==> src/hdl/event_status_defines.vh <==
// constants for the instrument status reporting block
// assumes a command decoder upstream that presents one decoded command per cycle
//
// What this block does
// - standard enable mask gates standard event bits
// - two eight-bit instrument event registers, readable
// - masked register zero sets status bit 0
// - masked register one sets status bit 1
// - clear on clear-status, own query, power-on
// - register zero holds overflow and done flags
// - register one bits 2..0 first-parameter result
// - register one bits 5..3 third-parameter result
// - register one bit 6 is pass AND
// - register zero query-only, mask read/write
// - register one query-only, mask read/write
// - service request mask stored, read back
// - standard mask written only over parallel bus
// - standard event query returns register byte
// - device clear empties input and output
// - go-to-local leaves remote state
// - local lockout disables all panel keys
// - group trigger samples once when external and not busy
// - execution error on bad trigger or compensation
// - query error when response exceeds limit
// - command error on unexpected parameters
// - self-test answer ranges 0 to 15
// - enabled status bit rise sets master summary
// - masked standard events set status bit 5
`ifndef EVENT_STATUS_DEFINES_VH
`define EVENT_STATUS_DEFINES_VH

// command codes on cmd_code_i
`define CMD_NONE        4'h0
`define CMD_CLS         4'h1
`define CMD_READ_STB    4'h2
`define CMD_READ_SRE    4'h3
`define CMD_WRITE_SRE   4'h4
`define CMD_READ_ESR    4'h5
`define CMD_READ_ESE    4'h6
`define CMD_WRITE_ESE   4'h7
`define CMD_READ_MEAS   4'h8
`define CMD_READ_MMASK  4'h9
`define CMD_WRITE_MMASK 4'hA
`define CMD_READ_COMP   4'hB
`define CMD_READ_CMASK  4'hC
`define CMD_WRITE_CMASK 4'hD
`define CMD_TRIGGER     4'hE
`define CMD_SELFTEST    4'hF

// status byte positions
`define STB_MEAS_SUM    0
`define STB_COMP_SUM    1
`define STB_MSG_AVAIL   4
`define STB_STD_SUM     5
`define STB_MASTER      6

// standard event positions
`define SEV_QUERY_ERR   2
`define SEV_EXEC_ERR    4
`define SEV_CMD_ERR     5

// measurement flags layout
`define MEAS_COMP_DONE  0
`define MEAS_DONE       1
`define MEAS_IMP_UNDER  3
`define MEAS_IMP_OVER   4
`define MEAS_LIMIT_OVF  5
`define MEAS_CC_OVF     6
`define MEAS_USED_MASK  8'h7B

// comparator flags layout
`define CMP_FIRST_HIGH  0
`define CMP_FIRST_PASS  1
`define CMP_FIRST_LOW   2
`define CMP_THIRD_HIGH  3
`define CMP_THIRD_PASS  4
`define CMP_THIRD_LOW   5
`define CMP_BOTH_PASS   6
`define CMP_USED_MASK   8'h3F

`define RESET_BYTE      8'h00
`define SELFTEST_MAX    8'h0F
`define RESP_LIMIT      14'h2800

`endif

==> src/hdl/event_status_summary.v <==
// status byte, standard event and instrument event registers with command access
// assumes a decoder that issues one command code per cycle with its data byte
`timescale 1ns/1ps
`include "event_status_defines.vh"
module event_status_summary #(
   parameter RESP_WIDTH = 14
) (
   // clock and reset
   input  wire                  clk_sys_i,
   input  wire                  rstn_i,
   // decoded commands
   input  wire                  cmd_valid_i,
   input  wire [3:0]            cmd_code_i,
   input  wire [7:0]            cmd_data_i,
   input  wire                  cmd_has_param_i,
   input  wire                  cmd_takes_param_i,
   input  wire                  cmd_from_parallel_i,
   input  wire [RESP_WIDTH-1:0] resp_len_i,
   // interface messages
   input  wire                  msg_dev_clear_i,
   input  wire                  msg_go_local_i,
   input  wire                  msg_lockout_i,
   input  wire                  msg_remote_i,
   input  wire                  msg_trigger_i,
   input  wire                  serial_poll_i,
   // instrument state
   input  wire                  trig_external_i,
   input  wire                  comp_busy_i,
   input  wire                  output_pending_i,
   input  wire [3:0]            selftest_result_i,
   input  wire [7:0]            meas_event_i,
   input  wire [5:0]            compare_i,
   input  wire                  compare_valid_i,
   input  wire                  power_on_event_i,
   // responses
   output reg                   resp_valid_o,
   output reg  [7:0]            resp_data_o,
   output reg                   status_byte_o,
   // control outputs
   output reg                   srq_o,
   output reg                   remote_o,
   output reg                   panel_locked_o,
   output reg                   flush_buffers_o,
   output reg                   sample_once_o
);

   ////////////////////////////////////////////////////////////////////////////////
   // registers
   reg  [7:0] srq_mask_reg;
   reg  [7:0] std_event_enable_mask;
   reg  [7:0] measurement_event_mask;
   reg  [7:0] comparator_event_mask;
   reg  [7:0] std_event_reg;
   reg  [7:0] std_event_next;
   reg  [7:0] status_byte_reg;
   reg        master_prev_reg;
   wire [7:0] measurement_event_flags;
   wire [7:0] comparator_event_flags;

   // decoding used by both the clear path and the main command path
   function is_cmd;
      input       valid;
      input [3:0] code;
      input [3:0] want;
      begin
         is_cmd = valid && (code == want);
      end
   endfunction

   wire cls_hit   = is_cmd(cmd_valid_i, cmd_code_i, `CMD_CLS);
   wire rd_meas   = is_cmd(cmd_valid_i, cmd_code_i, `CMD_READ_MEAS);
   wire rd_comp   = is_cmd(cmd_valid_i, cmd_code_i, `CMD_READ_COMP);
   wire rd_std    = is_cmd(cmd_valid_i, cmd_code_i, `CMD_READ_ESR);
   wire trg_hit   = is_cmd(cmd_valid_i, cmd_code_i, `CMD_TRIGGER);
   wire is_query  = cmd_valid_i && (cmd_code_i == `CMD_READ_STB || cmd_code_i == `CMD_READ_SRE
                    || cmd_code_i == `CMD_READ_ESR || cmd_code_i == `CMD_READ_ESE
                    || cmd_code_i == `CMD_READ_MEAS || cmd_code_i == `CMD_READ_MMASK
                    || cmd_code_i == `CMD_READ_COMP || cmd_code_i == `CMD_READ_CMASK
                    || cmd_code_i == `CMD_SELFTEST);

   ////////////////////////////////////////////////////////////////////////////////
   // event inputs
   wire [7:0] meas_set = meas_event_i & `MEAS_USED_MASK;
   wire [7:0] cmp_set;
   assign cmp_set[5:0] = compare_valid_i ? compare_i : 6'h00;
   // both pass bit is derived from the pass inputs of the same sample
   assign cmp_set[`CMP_BOTH_PASS] = compare_valid_i & compare_i[`CMP_FIRST_PASS]
                                    & compare_i[`CMP_THIRD_PASS];
   assign cmp_set[7] = 1'b0;

   event_flag_reg #(
      .WIDTH(8)
   ) u_meas_flags (
      .clk_sys_i (clk_sys_i),
      .rstn_i    (rstn_i),
      .set_i     (meas_set),
      .clear_i   (cls_hit | rd_meas),
      .flags_o   (measurement_event_flags)
   );

   event_flag_reg #(
      .WIDTH(8)
   ) u_comp_flags (
      .clk_sys_i (clk_sys_i),
      .rstn_i    (rstn_i),
      .set_i     (cmp_set),
      .clear_i   (cls_hit | rd_comp),
      .flags_o   (comparator_event_flags)
   );

   ////////////////////////////////////////////////////////////////////////////////
   // error classes feed the standard event register
   wire exec_err = (trg_hit && !trig_external_i)
                   || (cmd_valid_i && comp_busy_i && cmd_code_i != `CMD_NONE)
                   || (is_cmd(cmd_valid_i, cmd_code_i, `CMD_WRITE_ESE)
                       && !cmd_from_parallel_i);
   wire query_err = is_query && (resp_len_i > `RESP_LIMIT);
   wire cmd_err   = cmd_valid_i && cmd_has_param_i && !cmd_takes_param_i;

   always @* begin
      std_event_next = 8'h00;
      std_event_next[`SEV_EXEC_ERR]  = exec_err;
      std_event_next[`SEV_QUERY_ERR] = query_err;
      std_event_next[`SEV_CMD_ERR]   = cmd_err;
      std_event_next[7]              = power_on_event_i;
   end

   always @(posedge clk_sys_i or negedge rstn_i) begin
      if (!rstn_i) begin
         std_event_reg <= `RESET_BYTE;
      end else if (cls_hit || rd_std) begin
         std_event_reg <= std_event_next;
      end else begin
         std_event_reg <= std_event_reg | std_event_next;
      end
   end

   ////////////////////////////////////////////////////////////////////////////////
   // summaries are combinational so they track flags and masks at once
   wire meas_sum = |(measurement_event_flags & measurement_event_mask);
   wire comp_sum = |(comparator_event_flags & comparator_event_mask);
   wire std_sum  = |(std_event_reg & std_event_enable_mask);

   reg [7:0] stb_live;
   always @* begin
      stb_live = 8'h00;
      stb_live[`STB_MEAS_SUM]  = meas_sum;
      stb_live[`STB_COMP_SUM]  = comp_sum;
      stb_live[`STB_MSG_AVAIL] = output_pending_i;
      stb_live[`STB_STD_SUM]   = std_sum;
      stb_live[`STB_MASTER]    = |(stb_live & srq_mask_reg & 8'hBF);
   end

   ////////////////////////////////////////////////////////////////////////////////
   // mask writes
   always @(posedge clk_sys_i or negedge rstn_i) begin
      if (!rstn_i) begin
         srq_mask_reg           <= `RESET_BYTE;
         std_event_enable_mask  <= `RESET_BYTE;
         measurement_event_mask <= `RESET_BYTE;
         comparator_event_mask  <= `RESET_BYTE;
      end else if (cmd_valid_i && !comp_busy_i) begin
         case (cmd_code_i)
            `CMD_WRITE_SRE: begin
               srq_mask_reg <= cmd_data_i;
            end
            `CMD_WRITE_ESE: begin
               if (cmd_from_parallel_i) begin
                  std_event_enable_mask <= cmd_data_i;
               end
            end
            `CMD_WRITE_MMASK: begin
               measurement_event_mask <= cmd_data_i;
            end
            `CMD_WRITE_CMASK: begin
               comparator_event_mask <= cmd_data_i;
            end
            default: begin
               srq_mask_reg <= srq_mask_reg;
            end
         endcase
      end
   end

   ////////////////////////////////////////////////////////////////////////////////
   // query answers; an oversize response is dropped
   always @(posedge clk_sys_i or negedge rstn_i) begin
      if (!rstn_i) begin
         resp_valid_o  <= 1'b0;
         resp_data_o   <= `RESET_BYTE;
         status_byte_o <= 1'b0;
      end else begin
         resp_valid_o  <= is_query && !query_err && !msg_dev_clear_i;
         status_byte_o <= serial_poll_i;
         if (serial_poll_i) begin
            resp_data_o <= {status_byte_reg[7], srq_o, status_byte_reg[5:0]};
         end else if (is_query) begin
            case (cmd_code_i)
               `CMD_READ_STB:   resp_data_o <= stb_live;
               `CMD_READ_SRE:   resp_data_o <= srq_mask_reg;
               `CMD_READ_ESR:   resp_data_o <= std_event_reg;
               `CMD_READ_ESE:   resp_data_o <= std_event_enable_mask;
               `CMD_READ_MEAS:  resp_data_o <= measurement_event_flags;
               `CMD_READ_MMASK: resp_data_o <= measurement_event_mask;
               `CMD_READ_COMP:  resp_data_o <= comparator_event_flags;
               `CMD_READ_CMASK: resp_data_o <= comparator_event_mask;
               `CMD_SELFTEST:   resp_data_o <= {4'h0, selftest_result_i} & `SELFTEST_MAX;
               default:         resp_data_o <= resp_data_o;
            endcase
         end
      end
   end

   ////////////////////////////////////////////////////////////////////////////////
   // service request: raised on a rising master summary, cleared by serial poll
   always @(posedge clk_sys_i or negedge rstn_i) begin
      if (!rstn_i) begin
         status_byte_reg <= `RESET_BYTE;
         master_prev_reg <= 1'b0;
         srq_o           <= 1'b0;
      end else begin
         status_byte_reg <= stb_live;
         master_prev_reg <= stb_live[`STB_MASTER];
         if (stb_live[`STB_MASTER] && !master_prev_reg) begin
            srq_o <= 1'b1;
         end else if (serial_poll_i) begin
            srq_o <= 1'b0;
         end
      end
   end

   ////////////////////////////////////////////////////////////////////////////////
   // interface messages
   always @(posedge clk_sys_i or negedge rstn_i) begin
      if (!rstn_i) begin
         remote_o        <= 1'b0;
         panel_locked_o  <= 1'b0;
         flush_buffers_o <= 1'b0;
         sample_once_o   <= 1'b0;
      end else begin
         flush_buffers_o <= msg_dev_clear_i;
         // one pulse per trigger message or command, only in external mode and while not busy
         sample_once_o   <= (msg_trigger_i || trg_hit) && trig_external_i
                            && !comp_busy_i;
         if (msg_go_local_i) begin
            remote_o       <= 1'b0;
            panel_locked_o <= 1'b0;
         end else begin
            if (msg_remote_i) begin
               remote_o <= 1'b1;
            end
            if (msg_lockout_i) begin
               panel_locked_o <= 1'b1;
            end
         end
      end
   end

endmodule

==> src/hdl/event_flag_reg.v <==
// one sticky eight-bit event register with query-clear
// assumes events are single-cycle or level flags on the instrument clock
`timescale 1ns/1ps
module event_flag_reg #(
   parameter WIDTH = 8
) (
   // clock and reset
   input  wire             clk_sys_i,
   input  wire             rstn_i,
   // control
   input  wire [WIDTH-1:0] set_i,
   input  wire             clear_i,
   // state
   output reg  [WIDTH-1:0] flags_o
);

   ////////////////////////////////////////////////////////////////////////////////
   // a set in the same cycle as a clear survives so no event is lost
   always @(posedge clk_sys_i or negedge rstn_i) begin
      if (!rstn_i) begin
         flags_o <= {WIDTH{1'b0}};
      end else if (clear_i) begin
         flags_o <= set_i;
      end else begin
         flags_o <= flags_o | set_i;
      end
   end

endmodule

==> config.mk <==
export PLATFORM = sky130hd
export DESIGN_NAME = event_status_summary
export DESIGN_NICKNAME = d
export VERILOG_FILES = /design/src/hdl/event_status_summary.v /design/src/hdl/event_flag_reg.v
export VERILOG_INCLUDE_DIRS = /design/src /design/src/hdl
export SDC_FILE = /design/constraint.sdc
export NUM_CORES = 1
export LEC_CHECK = 0
export BUFFER_PORTS_ARGS = -buffer_cell sky130_fd_sc_hd__buf_2
export CAP_MARGIN = 10
export CORE_MARGIN = 2
export CORE_UTILIZATION = 49
export DETAILED_ROUTE_END_ITERATION = 6
export GPL_TIMING_DRIVEN = 1
export MAX_ROUTING_LAYER = met4
export PLACE_DENSITY = 0.8
export SYNTH_ARGS = -nofsm -noshare
export SYNTH_HDL_FRONTEND = slang
export SYNTH_SLANG_ARGS = --single-unit
==> constraint.sdc <==
create_clock -name clk_sys_i -period 1.37 [get_ports clk_sys_i]
set_input_delay 0.0685 -clock clk_sys_i [delete_from_list [all_inputs] [get_ports clk_sys_i]]
set_output_delay 0.0685 -clock clk_sys_i [all_outputs]
set_load 0.03 [all_outputs]
# ---- After elaboration in Yosys (flattened, before gate mapping)
# Cells that the tools add are included.
dict set report totals {
  regBits 76
  out_inout_bits 15
}
dict set report op_classes {
  magnitude_cmp 1
  eq_ne 15
  mux 13
  bitwise_logic 11
  reduce_logical 54
}
# cell count
set op_table {}
lappend op_table {{$pmux 8 s9} 1}
lappend op_table {{$mux 8} 5}
lappend op_table {{$eq 4x4->1 const B} 8}
lappend op_table {{$and 8x8->8} 3}
lappend op_table {{$reduce_or 8->1} 3}
lappend op_table {{$logic_and 1x1->1} 20}
lappend op_table {{$eq 4x3->1 const B} 4}
lappend op_table {{$or 8x7->8} 2}
lappend op_table {{$gt 14x14->1 const B} 1}
lappend op_table {{$logic_or 1x1->1} 12}
lappend op_table {{$reduce_bool 10->1} 1}
lappend op_table {{$and 6x8->8} 1}
lappend op_table {{$eq 4x2->1 const B} 2}
lappend op_table {{$or 8x8->8} 1}
lappend op_table {{$reduce_and 2->1} 4}
lappend op_table {{$reduce_bool 2->1} 4}
lappend op_table {{$logic_not 1->1} 7}
lappend op_table {{$reduce_or 7->1} 1}
lappend op_table {{$mux 1} 6}
lappend op_table {{$mux 6} 1}
lappend op_table {{$eq 4x1->1 const B} 1}
lappend op_table {{$reduce_bool 4->1} 1}
lappend op_table {{$reduce_and 3->1} 1}
lappend op_table {{$and 1x1->1} 2}
lappend op_table {{$or 1x1->1} 2}

# ---- Logic depth before layout (Yosys ltp)
dict set report logic_depth {
  depth_word 14
  ltp_mapped 8
}

# ---- Modules after synthesis
# A second synthesis with hierarchy kept.
dict set report hier_totals {
  hier_cells 315
  area_unflattened_um2 3599.7
}
# mod instances cells_each area_per_inst_um2 seq_area_each_um2
set modules_own_cells {}
lappend modules_own_cells {event_status_summary 1 281 3071.7 1401.3}
lappend modules_own_cells {event_flag_reg 2 17 264.0 200.2}

# ---- Worst setup path before layout
# OpenSTA, ideal clock, no wires.
dict set report synth_path {
  kind {register -> register}
  start {register comparator_event_mask[3]}
  end {register resp_data_o[6]}
  setup_time_ns 0.140
  arrival_time_ns 1.370
  required_ns 1.230
  setup_slack_ns -0.140
  stages_incl_launch_ff 6
  period_less_slack_ns 1.510
  cell_sequence {dfrtp_1 a222oi_1 nand3_1 a222oi_1 a21boi_1 o32ai_1}
}
dict set report synth_via {
  elab_chain_cells 7
}
# item line
set synth_lines {}
lappend synth_lines {{start: declaration} event_status_summary.v:52} ;# reg [7:0] comparator_event_mask;
lappend synth_lines {{start signal: assignment} event_status_summary.v:161} ;# comparator_event_mask <= `RESET_BYTE;
lappend synth_lines {{start signal: assignment} event_status_summary.v:176} ;# comparator_event_mask <= cmd_data_i;
lappend synth_lines {{$and 8x8->8} event_status_summary.v:141} ;# wire comp_sum = |(comparator_event_flags & comparator_event_mask);
lappend synth_lines {{$reduce_or 8->1} event_status_summary.v:141}
lappend synth_lines {{via comp_sum} event_status_summary.v:141}
lappend synth_lines {{$and 6x8->8} event_status_summary.v:151} ;# stb_live[`STB_MASTER] = |(stb_live & srq_mask_reg & 8'hBF);
lappend synth_lines {{$reduce_or 7->1} event_status_summary.v:151}
lappend synth_lines {{$pmux 8 s9} event_status_summary.v:198} ;# case (cmd_code_i)
lappend synth_lines {{$mux 8} event_status_summary.v:197} ;# end else if (is_query) begin
lappend synth_lines {{$mux 8} event_status_summary.v:195} ;# if (serial_poll_i) begin
lappend synth_lines {{end signal: assignment} event_status_summary.v:196} ;# resp_data_o <= {status_byte_reg[7], srq_o, status_byte_reg[5:0]};
lappend synth_lines {{end signal: assignment} event_status_summary.v:199} ;# `CMD_READ_STB: resp_data_o <= stb_live;
lappend synth_lines {{end signal: assignment} event_status_summary.v:200} ;# `CMD_READ_SRE: resp_data_o <= srq_mask_reg;
lappend synth_lines {{end: declaration} event_status_summary.v:37} ;# output reg [7:0] resp_data_o,
# The timed path passes the listed nets, and every way through them passes these cells. The select of a mux whose other input is x is not followed.
# A chain may end at the register's enable or synchronous reset.

# ---- Final worst setup path
dict set report layout_path {
  start {register u_comp_flags.flags_o[3]}
  end {register resp_data_o[6]}
}
dict set report layout_via {
  elab_chain_cells 7
}
# item line
set layout_lines {}
lappend layout_lines {{start: declaration} event_flag_reg.v:14} ;# output reg [WIDTH-1:0] flags_o
lappend layout_lines {{start signal: assignment} event_flag_reg.v:21} ;# flags_o <= {WIDTH{1'b0}};
lappend layout_lines {{start signal: assignment} event_flag_reg.v:23} ;# flags_o <= set_i;
lappend layout_lines {{start signal: assignment} event_flag_reg.v:25} ;# flags_o <= flags_o | set_i;
lappend layout_lines {{$and 8x8->8} event_status_summary.v:141}
lappend layout_lines {{$reduce_or 8->1} event_status_summary.v:141}
lappend layout_lines {{via comp_sum} event_status_summary.v:141}
lappend layout_lines {{$and 6x8->8} event_status_summary.v:151}
lappend layout_lines {{$reduce_or 7->1} event_status_summary.v:151}
lappend layout_lines {{$pmux 8 s9} event_status_summary.v:198}
lappend layout_lines {{$mux 8} event_status_summary.v:197}
lappend layout_lines {{$mux 8} event_status_summary.v:195}
# The timed path passes the listed nets, and every way through them passes these cells. The select of a mux whose other input is x is not followed.

==> metrics.sh <==
CRITICALPATHCATEGORY='flop to flop'
ROUTED_WL_UM=10900
DRIVE_ABOVE_1_SHARE_PCT=45.2
FIRST_GLOBAL_VIAS=3327
FLOORPLAN_DIE_HEIGHT_UM=88.4
NNETSFINAL=543
END_KIND='flop'
POST-PLACE-CELLS=538
R2R_SLACK_NS=-0.28
POWER.STATIC_LEAKAGE_nW=2.41
LAYOUT_SETUP_WS_NS=-0.282
PLACEMENTROWS=30
YOSYSSEQAREASHARE_PCT=49.5
HOLDPATHSTAGES=2
ROUTE.DETAILED.WL_PER_INST_UM=18.8
SYNTHCELLS=311
SYN-NUM-NETS=372
CTS.HTREE.LEVELS=3
GRT_USE_TOTAL_PCT=30.7
CRITICAL_PATH.REG2REG.ENDPOINT='resp_data_o[6]'
VDD_DROP_MAX_uV=875
STARTING_DRC_COUNT_IN_DETAILED_ROUTING=225
CTS_BUFFER_DEPTH=2
PLACER_CONGESTION=0.928
HOLD_CLASS='input port to flop'
FIN_CELLS=580
REPORT.FINAL.HOLD_VIOL_COUNT=0
TOTAL_POWER_mW=5.80
WARNINGS_FROM_YOSYS=0
CAP_VIOLATIONS=0
CRITPATHMAXFANOUT=3
DIE-AREA_SQ_MM=0.00781
DETAILED_PLACER_S_ENDING_HPWL_UM=7960
STARTPOINT='u_comp_flags.flags_o[3]'
GRT_START_MAX_NET_PINS=70
ANTENNA_VIOLATIONS_BEFORE_REPAIR=0
CLOCK_LATENCY_NS=0.34
SYN2LAYOUT_AREA_GROWTH_PCT=44.5
START_KIND='flop'
CTS_TREE='yes'
YS_FF_LATCH=69
MULTI_INPUT_AREA_SQ_MM=0.00171
CRIT-REG2REG-LAUNCH='u_comp_flags.flags_o[3]'
NUMBER_OF_FLOPS_MAPPED_TO_ENABLE_CELLS_BY_YOSYS=0
DOMINANTREGCELLSYNTH='dfrtp_1'
POWER-PER-CELL-AREA_mW_PER_MM2=1150
NETLIST-CELL-TYPE-COUNT=52
HOLD_START='cmd_data_i[2]'
FINALSETUPVIOLATIONS=6
SLEW_WORST_PIN_NS=0.368
FINAL-MAX-SLEW-VIOLATION-COUNT=0
WORST_HOLD_PATH.ENDPOINT='srq_mask_reg[2]'
SYN_AREA_PER_CELL_SQ_UM=11.2
CORE_SQ_MM=0.00683
GRT.OVERFLOW.TOTAL=0
FP.DIEW_UM=88.4
VIAS_PER_CELL=5.53
WORST_EP_ARRIVAL_TIME_NS=1.87
VIOLATIONS='negative setup slack'
VIA_COUNT=3208
RUN_STATUS='finished with violations'
FINALCRITICALPERIOD_NS=1.65
ANT_NETS=0
CTS-BUFFERS-INSERTED=9
GRT_SETUP_UNREPAIRED='true'
DR.PASS1.ITERS=4
FILL_CELLS=501
CTS.ROOT.BUFFER_CELL='clkbuf_8'
INSERTEDDIODECOUNT=0
SYNTH_ASYNC_SR_FLOP_SHARE_PCT=100
GRT_PASS1_WL_UM=17200
INITIAL_UTIL_PCT=51.0
MAX_CLOCK_FREQ_GHz=0.605
CTS_NUM_SINKS=69
DRC=0
FLIP_FLOP_AND_LATCH_AREA_SQ_MM=0.00173
SYNTH_AREA_SQ_MM=0.00349
BUFFER_PORTS.INSERTED=73
FIN_CRIT_SH_PCT=121
CRITICAL_PATH_REQUIRED_NS=1.59
CLK_PIN_SLEW_WORST_PATHS_NS=0.07
FLOORPLAN.IO_PINS=76
WORST_R2R_PATH_DEPTH=5
TIMING.MAX_SLEW.REL_SLACK_PCT=75.4
TIMING.CLOCK.SKEW_NS=0.00727
[worst max-delay path by stage]
stage / to / slack [ns] / cells after the start
after floorplan: resp_data_o[6] / -0.1 / 5
after global placement: resp_data_o[6] / -0.19 / 5
after detailed placement: resp_data_o[6] / -0.25 / 5
after CTS: resp_data_o[6] / -0.23 / 5
after global routing: resp_data_o[6] / -0.48 / 5
final: resp_data_o[6] / -0.28 / 5
[logic make-up (layout without fill, tap and decap cells)]
| group | Yosys count | count (layout) | synth area share, % |
|---|---|---|---|
| XOR/XNOR | 2 | 2 | 0.502 |
| flip-flops | 69 | 69 | 49.5 |
| multiplexers | 42 | 42 | 14.2 |
| AND/OR/NAND/NOR | 84 | 84 | 12.7 |
| buffers and inverters | 26 | 199 | 4.31 |
| AO/OA/AOI/OAI | 88 | 88 | 18.8 |
[layout by cell type (no fill, tap or decap), types with 2 or more instances in the layout]
| cell | count |
|---|---|
| nor4_1 | 2 |
| a22oi_2 | 4 |
| o21ai_1 | 3 |
| o211ai_1 | 3 |
| dfrtp_1 | 69 |
| nand2b_1 | 6 |
| inv_1 | 10 |
| buf_2 | 73 |
| a31oi_1 | 2 |
| a22o_1 | 12 |
| or3_1 | 2 |
| buf_12 | 4 |
| nor2_1 | 15 |
| a32oi_1 | 2 |
| dlygate4sd3_1 | 27 |
| o22ai_1 | 2 |
| o21a_1 | 3 |
| nand4_1 | 2 |
| mux2_2 | 26 |
| o22ai_2 | 3 |
| a22oi_1 | 6 |
| nor2b_1 | 6 |
| clkbuf_8 | 11 |
| nand3_1 | 11 |
| o32ai_2 | 2 |
| o221ai_1 | 2 |
| o2bb2ai_1 | 4 |
| o21ai_0 | 12 |
| a21oi_1 | 4 |
| nor3_1 | 4 |
| a21o_1 | 9 |
| a222oi_1 | 3 |
| mux2_4 | 9 |
| mux2i_1 | 6 |
| and3_1 | 2 |
| buf_4 | 72 |
| nand2_1 | 21 |
| and3_4 | 3 |
| nor3b_1 | 3 |
[layout make-up]
type / count / area share, %
clock inverter: 2 / 0.695
clock buffer: 11 / 3.00
timing repair buffer: 176 / 24.9
sequential: 69 / 34.3
tap: 96 / 2.38
multi-input combinational: 216 / 34.0
inverter: 10 / 0.745
[layer usage]
metal  vias to the layer above  track usage (%)  share of wire (%)
li1                       1503                -                  -
met2                       129             52.1                 50
met5                         -                -                  0
met4                         0             8.82                2.2
met1                      1558             37.6                 41
met3                        18             5.50                6.2
[what timing repair did]
| item | in CTS | in global routing |
|---|---|---|
| hold endpoints to repair | 91 | 3 |
| buffers inserted | 1 | 3 |
| setup endpoints to repair | 8 | 11 |
| gates resized for setup | 8 | 10 |
| pin swaps | 12 | 11 |
| hold buffers | 25 | 3 |
[cell usage after synthesis (4+ instances only)]
cell       number  area (sq um)
a22oi_1        10          75.1
nand2_1        21          78.8
a21o_1          9          67.6
mux2_2         27           304
buf_4           9          67.6
o2bb2ai_1       4          35.0
nand3_1        12          60.1
o21ai_0        13          65.1
a22o_1         12           105
mux2_4          8           120
inv_1          10          37.5
a21oi_1         5          25.0
o22ai_1         5          31.3
nor2_1         15          56.3
dfrtp_1        69          1730
nor2b_1         6          37.5
nand2b_1        6          37.5
mux2i_1         7          70.1
nor3_1          4          20.0
[metrics by stage]
| stage | cell area, sq um | utilization (%) | setup TNS, ns | setup WS [ns] | hold WS [ns] |
|---|---|---|---|---|---|
| 6_report | 5040 | 73.8 | -1.07 | -0.282 | 0.0155 |
| 5_1_grt | 5040 | 73.8 | -1.89 | -0.478 | 0.00908 |
| 4_1_cts | 4950 | 72.5 | -0.836 | -0.227 | 0.00179 |
| 3_5_place_dp | 4470 | 65.4 | -4.38 | -0.252 | 0.117 |
| 3_3_place_gp | 4470 | 65.4 | -4.01 | -0.193 | 0.111 |
| 2_1_floorplan | 3490 | - | -0.203 | -0.0980 | -0.227 |
[report_power, final]
group | internal (mW) | switching [mW]
registers | 2.36 | 0.241
logic | 0.817 | 0.761
clock network | 0.907 | 0.717
total | 4.08 | 1.72
[worst max-delay path: stages, from the launching register on]
cell	delay, ns
dfrtp_1	0.38
a222oi_1	0.35
nand3_1	0.19
a222oi_1	0.25
a21boi_2	0.26
o32ai_1	0.10
(Power assumes the default switching activity.)
